### src/core/armef_pkg.sv
package armef_pkg;
    // register map
    localparam logic [7:0] ENTRY_BASE     = 8'h00;
    localparam logic [7:0] STATUS_OFS     = 8'h40;
    localparam int         ADDR_W         = 8;
    localparam int         ENTRY_CNT      = 16;
    localparam int         ENTRY_IDX_W    = 4;
    // entry field layout
    localparam int         PORT_LSB       = 0;
    localparam int         PORT_W         = 8;
    localparam int         DTYPE_BIT      = 9;
    localparam int         AGG_LSB        = 10;
    localparam int         AGG_W          = 4;
    localparam int         RSVD_BIT       = 14;
    localparam int         LINK_LSB       = 15;
    localparam int         LINK_W         = 6;
    // reset values
    localparam logic [3:0] AGG_RESET      = 4'h0;
    localparam logic [5:0] LINK_RESET     = 6'h00;
    localparam logic [31:0] ENTRY_RESET   = 32'h0000_0000;
    // writable bits: port, dest type, count, preserved bit 14, link
    localparam logic [31:0] ENTRY_WMASK   = 32'h001F_FEFF;
    // status layout
    localparam int         ST_BAD_LSB     = 0;
    localparam int         ST_FLR_BIT     = 16;
endpackage

### src/core/armef_entry_mem.sv
`timescale 1ns/10ps
`default_nettype none
module armef_entry_mem
    import armef_pkg::*;
#(
    parameter int DEPTH = 16,
    parameter int AW    = 4
) (
    // clock and reset
    input  wire logic          ref_clk,
    input  wire logic          sys_rst,
    // write port
    input  wire logic          wr_en,
    input  wire logic [AW-1:0] wr_idx,
    input  wire logic [31:0]   wr_data,
    // read port
    input  wire logic [AW-1:0] rd_idx,
    output var  logic [31:0]   rd_data
);
    logic [31:0] mem [DEPTH];

    // function level reset never reaches here: only sys_rst clears
    always_ff @(posedge ref_clk) begin
        if (sys_rst) begin
            for (int i = 0; i < DEPTH; i++) begin
                mem[i] <= ENTRY_RESET;
            end
        end else if (wr_en) begin
            mem[wr_idx] <= wr_data & ENTRY_WMASK;
        end
    end

    always_ff @(posedge ref_clk) begin
        if (sys_rst) begin
            rd_data <= ENTRY_RESET;
        end else begin
            rd_data <= mem[rd_idx];
        end
    end
endmodule
`default_nettype wire

### src/core/armef_top.sv
// Behaviour
// count zero means aggregation off
// aggregation off: port field is sole port
// ports used equal count plus one
// only counts 1,3,7,15 aggregate ports
// software programs only 0,1,3,7,15
// aggregation on: port field starts group
// count clears on reset, not function reset
// six bit link number field, read write
// software sets same link on all members
// link clears on reset, not function reset
// link zero when destination type zero
// count zero when destination type zero
// bit 14 preserved, no effect
//
// Decided for this implementation: strobed register access and the register addresses.
`timescale 1ns/10ps
`default_nettype none
module armef_top
(
    // clock and reset
    input  wire logic                     ref_clk,
    input  wire logic                     sys_rst,
    // function level reset pulse, leaves entries alone
    input  wire logic                     function_level_reset,
    // register port
    input  wire logic [armef_pkg::ADDR_W-1:0] reg_addr,
    input  wire logic [31:0]              reg_wdata,
    input  wire logic                     reg_wr,
    input  wire logic                     reg_rd,
    output logic      [31:0]              reg_rdata,
    // lookup of one agent identifier
    input  wire logic [armef_pkg::ENTRY_IDX_W-1:0] lookup_agent,
    output logic      [armef_pkg::PORT_W-1:0]      first_port_of_group,
    output logic      [4:0]               port_group_size,
    output logic      [armef_pkg::LINK_W-1:0]      agent_link_number,
    output logic                          agent_destination_type,
    output logic                          count_invalid
);
    import armef_pkg::*;

    // only the five documented counts are legal
    function automatic logic count_legal(input logic [AGG_W-1:0] c);
        case (c)
            4'h0, 4'h1, 4'h3, 4'h7, 4'hF: return 1'b1;
            default:                      return 1'b0;
        endcase
    endfunction

    // ports in the group; reserved counts fall back to one port
    function automatic logic [4:0] group_size(input logic [AGG_W-1:0] c);
        if (count_legal(c)) begin
            return {1'b0, c} + 5'h01;
        end else begin
            return 5'h01;
        end
    endfunction

    function automatic logic is_entry(input logic [ADDR_W-1:0] a);
        return (a[7:6] == ENTRY_BASE[7:6]) && (a[1:0] == 2'b00);
    endfunction

    function automatic logic is_status(input logic [ADDR_W-1:0] a);
        return a == STATUS_OFS;
    endfunction

    // one word per entry, so the index sits above the byte bits
    function automatic logic [ENTRY_IDX_W-1:0] entry_idx(
        input logic [ADDR_W-1:0] a
    );
        return a[2 +: ENTRY_IDX_W];
    endfunction

    // reserved-count flags low, function reset seen just above
    function automatic logic [31:0] pack_status(
        input logic                 seen,
        input logic [ENTRY_CNT-1:0] bad
    );
        return {15'h0000, seen, bad};
    endfunction

    logic                   wr_entry;
    logic                   wr_status;
    logic                   rd_entry;
    logic                   rd_status;
    logic [ENTRY_IDX_W-1:0] mem_rd_idx;
    logic [31:0]            mem_rd_data;
    logic                   rd_was_entry;
    logic [31:0]            rd_other;
    logic                   lookup_phase;
    logic [ENTRY_CNT-1:0]   bad_count;
    logic                   flr_seen;
    logic [AGG_W-1:0]       agg;
    logic [31:0]            status_word;

    assign wr_entry    = reg_wr && is_entry(reg_addr);
    assign wr_status   = reg_wr && is_status(reg_addr);
    assign rd_entry    = reg_rd && is_entry(reg_addr);
    assign rd_status   = reg_rd && is_status(reg_addr);
    // software reads take the read port; lookups use it otherwise
    assign mem_rd_idx  = reg_rd ? entry_idx(reg_addr) : lookup_agent;
    assign agg         = mem_rd_data[AGG_LSB +: AGG_W];
    assign status_word = pack_status(flr_seen, bad_count);

    // writes to unmapped words never reach the memory
    armef_entry_mem #(
        .DEPTH (ENTRY_CNT),
        .AW    (ENTRY_IDX_W)
    ) u_mem (
        .ref_clk (ref_clk),
        .sys_rst (sys_rst),
        .wr_en   (wr_entry),
        .wr_idx  (entry_idx(reg_addr)),
        .wr_data (reg_wdata),
        .rd_idx  (mem_rd_idx),
        .rd_data (mem_rd_data)
    );

    // remember that the strobe read an entry
    always_ff @(posedge ref_clk) begin
        if (sys_rst) begin
            rd_was_entry <= 1'b0;
        end else begin
            rd_was_entry <= rd_entry;
        end
    end

    // status reads captured here; unmapped reads and idle give zero
    always_ff @(posedge ref_clk) begin
        if (sys_rst) begin
            rd_other <= 32'h0000_0000;
        end else if (rd_status) begin
            rd_other <= status_word;
        end else begin
            rd_other <= 32'h0000_0000;
        end
    end

    // entry data come straight off the memory's read register: a
    // second flop here would push the reply a cycle late
    assign reg_rdata = rd_was_entry ? mem_rd_data : rd_other;

    // a read steals the port for one cycle, so the lookup result
    // is simply held through the cycle after it
    always_ff @(posedge ref_clk) begin
        if (sys_rst) begin
            lookup_phase <= 1'b0;
        end else begin
            lookup_phase <= !reg_rd;
        end
    end

    // per-entry flag of a reserved count, tracked on write;
    // a later legal write to the same entry clears it again
    always_ff @(posedge ref_clk) begin
        if (sys_rst) begin
            bad_count <= '0;
        end else if (wr_entry) begin
            bad_count[entry_idx(reg_addr)] <=
                !count_legal(reg_wdata[AGG_LSB +: AGG_W]);
        end
    end

    // sticky record that a function level reset happened;
    // a new event wins over a clear in the same cycle
    always_ff @(posedge ref_clk) begin
        if (sys_rst) begin
            flr_seen <= 1'b0;
        end else if (function_level_reset) begin
            flr_seen <= 1'b1;
        end else if (wr_status && reg_wdata[ST_FLR_BIT]) begin
            flr_seen <= 1'b0;
        end
    end

    // port field is sole port or base of a linear group
    always_ff @(posedge ref_clk) begin
        if (sys_rst) begin
            first_port_of_group <= '0;
        end else if (lookup_phase) begin
            first_port_of_group <= mem_rd_data[PORT_LSB +: PORT_W];
        end
    end

    // link number passes through untouched
    always_ff @(posedge ref_clk) begin
        if (sys_rst) begin
            agent_link_number <= LINK_RESET;
        end else if (lookup_phase) begin
            agent_link_number <= mem_rd_data[LINK_LSB +: LINK_W];
        end
    end

    // destination type is shown as stored; software keeps the
    // count and link at zero when it is clear
    always_ff @(posedge ref_clk) begin
        if (sys_rst) begin
            agent_destination_type <= 1'b0;
        end else if (lookup_phase) begin
            agent_destination_type <= mem_rd_data[DTYPE_BIT];
        end
    end

    // count zero or legal count: count plus one ports; reserved
    // counts give one port rather than a group of odd size
    always_ff @(posedge ref_clk) begin
        if (sys_rst) begin
            port_group_size <= 5'h01;
        end else if (lookup_phase) begin
            port_group_size <= group_size(agg);
        end
    end

    // reserved counts are stored as written, so they are
    // flagged here instead of being refused on write
    always_ff @(posedge ref_clk) begin
        if (sys_rst) begin
            count_invalid <= 1'b0;
        end else if (lookup_phase) begin
            count_invalid <= !count_legal(agg);
        end
    end
endmodule
`default_nettype wire

### config.mk
export PLATFORM = sky130hd
export DESIGN_NAME = armef_top
export DESIGN_NICKNAME = d
export VERILOG_FILES = /design/src/core/armef_pkg.sv /design/src/core/armef_entry_mem.sv /design/src/core/armef_top.sv
export SDC_FILE = /design/constraint.sdc
export NUM_CORES = 1
export LEC_CHECK = 0
export ABC_AREA = 1
export ABC_CLOCK_PERIOD_IN_PS = 6700
export BUFFER_PORTS_ARGS = -buffer_cell sky130_fd_sc_hd__buf_2
export CAP_MARGIN = 20
export CORE_UTILIZATION = 23
export CTS_BUF_LIST = sky130_fd_sc_hd__clkbuf_16
export DETAILED_ROUTE_END_ITERATION = 12
export SETUP_SLACK_MARGIN = 0.2
export SYNTH_ARGS = -nofsm -noshare
export SYNTH_HDL_FRONTEND = slang
export SYNTH_SLANG_ARGS = --single-unit
### constraint.sdc
create_clock -name ref_clk -period 6.7 [get_ports ref_clk]
set_clock_uncertainty 0.2 [all_clocks]
set_input_delay 1.005 -clock ref_clk [delete_from_list [all_inputs] [get_ports ref_clk]]
set_output_delay 1.005 -clock ref_clk [all_outputs]
set_load 0.005 [all_outputs]
==> run_results.csv <==
group,metric,value,unit
cts,cts.sink_count,397,
final_layout,final_common_cell,"sky130_fd_sc_hd__nand3_1",
place,dp.final_hpwl,31.8,mm
detailed_routing,postRouteWirelength,53.8,mm
cts,clk_root_buffer_cell,"sky130_fd_sc_hd__clkbuf_16",
die,pin_count,102,
cts,clock_tree.buffer_depth,3,
worst_setup_path,timing.critical_path.from,"sys_rst",
worst_setup_path,worst_ep_required_time,6.80,ns
sta,achievable-frequency,269,MHz
cts,clk-insertion-delay-late,0.55,ns
detailed_routing,dr_total_vias,13900,
final_layout,post_layout_nonfiller_instances,3199,
cts,number_of_buffers_inserted_during_clock_tree_synthesis,43,
sta,slew_headroom,34.5,%
global_route,grt_pass1_wl,80.5,mm
final_layout,drive_gt1_share,9.82,%
detailed_routing,drt_iter0_markers,1431,
detailed_routing,drc_violations_left,0,
yosys,post_synth.cell_area_avg,8.84,µm²
cts,cts_htree_levels,2,
worst_setup_path,path_class,"input pin to register",
final_layout,commonest_cells_after_routing_fill_and_taps_aside,"sky130_fd_sc_hd__nand3_1 (400), sky130_fd_sc_hd__inv_1 (393), sky130_fd_sc_hd__nor2_1 (383), sky130_fd_sc_hd__edfxtp_1 (320), sky130_fd_sc_hd__nand2_1 (265)",
worst_setup_path,timing.critical_path.cells,"buf_2 -> clkinv_1 -> nand3_1 -> buf_4 -> nand2_1 -> buf_16",
pwr,power.ir.vdd_worst,0.140,mV
die,starting_density,23.3,%
yosys,synth_register_bits,397,
final_layout,syn2layout_area_growth,15.9,%
pwr,power.density,261,nW/µm²
die,die_area,81300,µm²
pwr,power.leakage,0.00938,µW
worst_setup_path,worst_path_largest_cell_delay,0.80,ns
global_route,grt_max_degree,66,
cts,cts.repair.resized,0,
detailed_routing,ant_nets,0,
sta,final-max-slew-violation-count,0,
die,core-area,79100,µm²
die,die_h,285,µm
final_layout,area_of_the_multi_input_gates,5260,µm²
detailed_routing,post_drt_via_cell_ratio,4.35,
yosys,syn_inst,2086,
hold_path,hold_path_startpoint,"flr_seen",
detailed_routing,drt_pass1_iterations,5,
worst_setup_path,worst_ep_arrival,3.82,ns
pwr,power.sequential.fraction,50.6,%
detailed_routing,routed_wirelength_normalized_by_instance_count,16.8,µm
sta,timing_worst_slew_pin_value,0.979,ns
yosys,count_of_cell_types_in_the_netlist,31,
die,std_cell_rows,103,
worst_setup_path,timing.critical_path.fanout_max,26,
pwr,switching_power,1410,µW
place,post-place-cells,3116,
yosys,synth.top_cells.by_area,"sky130_fd_sc_hd__edfxtp_1 (52%), sky130_fd_sc_hd__nand3_1 (11%), sky130_fd_sc_hd__dfxtp_1 (8.4%), sky130_fd_sc_hd__nor2_1 (7.8%), sky130_fd_sc_hd__inv_1 (7.7%)",
worst_setup_path,worst_path_max_delay_cell,"sky130_fd_sc_hd__clkinv_1",
sta,finalCritPeriodShare,55.5,%
final_layout,design.final.nets,2167,
final_layout,fillers,8381,
cts,tritoncts_clock_tree,"built",
place,portBuffers,78,
status,run_status,"completed",
worst_setup_path,regToRegStartpoint,"lookup_phase",
yosys,synth.yosys.seq_area_share,60.5,%
pwr,combinationalPowerShare,9.9,%
cts,post_cts.repair.setup_buffers,0,
yosys,synth_top_cell_by_area,"sky130_fd_sc_hd__edfxtp_1",
yosys,synth_area,18400,µm²
final_layout,sequential_cell_area,11200,µm²
global_route,grt.overflow.total,0,
place,place_congestion,0.812,
worst_setup_path,start_kind,"input pin",
sta,setup-violations-final,0,
hold_path,min_path_type,"register to register",
sta,finalHoldViolCount,0,
flow_run,cap_violations,0,
worst_setup_path,worst_setup_path_end_kind,"register",
global_route,track_usage,13.0,%
final_layout,postLayoutCoreUtil,27.0,%
cts,cts.clk_slew.worst_paths,0.06,ns
global_route,antenna_found_initial,0,
die,floorplan.die.width,285,µm
sta,period_needed,3.72,ns
pwr,p_sw_share,25.2,%
pwr,cell_internal_pwr,4170,µW
yosys,ys.warnings.count,0,
cts,holdBufCountCts,0,
sta,fin_tns_setup,0,ns
pwr,p_total,5580,µW
global_route,first_global_vias,12900,
yosys,synth_largest_type_area_fraction,52.1,%
pwr,power_frac_clock,39.4,%
sta,rsz_0062_raised_after_global_routing,"no",
[worst max-delay path, delay by kind of cell]
kind	cells	cell delay, ns
buffers and inverters	4	2.01
and+or+nand+nor	2	0.76
[cell type report]
class                   count  area share (%)
diodes                      1          0.0117
multi-input cells        1164            24.6
clock buffers              45            5.27
flip-flops and latches    397            52.2
clock inverters            33           0.761
repair buffers            125            4.30
inverters                 384            6.74
well taps                1050            6.15
[cells by family (layout without fill, tap and decap cells)]
family | after synthesis | after routing | share of synthesized area [%]
buffers and inverters | 535 | 587 | 11.6
AND/OR/NAND/NOR | 1062 | 1062 | 24.7
XOR/XNOR | 1 | 1 | 0.0475
AO/OA/AOI/OAI | 74 | 74 | 2.19
multiplexers | 13 | 13 | 0.794
flip-flops | 397 | 397 | 60.5
adder cells (fa/ha/maj) | 3 | 3 | 0.204
other | 1 | 12 | 0.0203
[routing by layer]
metal	vias up	track usage (%)	share of wire [%]
li1	6673	-	-
met1	6578	17.4	42
met2	587	21.3	47
met3	86	1.98	8.3
met4	0	3.94	2.5
met5	-	0	0
[stage by stage]
step           worst slack, ns  hold WS, ns  cell area, µm²
5_1_grt                   2.89        0.248           21400
6_report                  2.98        0.232           21400
3_3_place_gp              2.22        0.211           19800
4_1_cts                   2.81        0.231           21300
2_1_floorplan             3.16        0.208           18500
3_5_place_dp              2.25        0.225           20000
[state kept, by name, indices dropped and copies added, names as in the netlist]
name and cells:
agent_link_number 6, lookup_phase 1, flr_seen 1, u_mem.rd_data 20, agent_destination_type 1, count_invalid 1
first_port_of_group 8, rd_was_entry 1, bad_count 16, port_group_size 5, u_mem.mem 320, rd_other 17
[synthesized netlist by cell type]
master	instances
sky130_fd_sc_hd__nand3_2	1
sky130_fd_sc_hd__clkbuf_1	74
sky130_fd_sc_hd__edfxtp_1	320
sky130_fd_sc_hd__conb_1	1
sky130_fd_sc_hd__buf_2	58
sky130_fd_sc_hd__nand2_1	266
sky130_fd_sc_hd__o211ai_1	1
sky130_fd_sc_hd__mux2_2	13
sky130_fd_sc_hd__ha_1	3
sky130_fd_sc_hd__o21bai_1	1
sky130_fd_sc_hd__clkinv_1	5
sky130_fd_sc_hd__nand4_4	1
sky130_fd_sc_hd__a21oi_1	28
sky130_fd_sc_hd__nor2_2	3
sky130_fd_sc_hd__inv_1	378
sky130_fd_sc_hd__nor3_4	1
sky130_fd_sc_hd__inv_2	1
sky130_fd_sc_hd__xor2_1	1
sky130_fd_sc_hd__nand2_2	3
sky130_fd_sc_hd__o21ai_2	2
sky130_fd_sc_hd__nand2_4	1
sky130_fd_sc_hd__buf_4	13
sky130_fd_sc_hd__nor3_2	1
sky130_fd_sc_hd__buf_1	6
sky130_fd_sc_hd__nand4_1	1
sky130_fd_sc_hd__nor3_1	1
sky130_fd_sc_hd__o22ai_1	16
sky130_fd_sc_hd__o21ai_0	26
sky130_fd_sc_hd__nand3_1	400
sky130_fd_sc_hd__dfxtp_1	77
sky130_fd_sc_hd__nor2_1	383
[power groups by stage]
stage / clock network, µW / logic [µW] / registers [µW]
6_report: 2200 / 554 / 2830
5_1_grt: 2330 / 605 / 2840
4_1_cts: 2230 / 545 / 2830
3_5_place_dp: 0 / 542 / 2880
3_3_place_gp: 0 / 531 / 2880
2_1_floorplan: 0 / 346 / 2860
[worst paths after layout]
| kind | slack, ns | end | cells past startpoint |
|---|---|---|---|
| worst min-delay path | 0.23 | rd_other[16] | 2 |
| worst max-delay path | 2.98 | u_mem.mem[3][13] | 6 |
| worst min register to register | 0.23 | rd_other[16] | 2 |
| worst max register to register | 4.23 | port_group_size[0] | 5 |
Note: power is estimated with default switching activity, not from simulation.
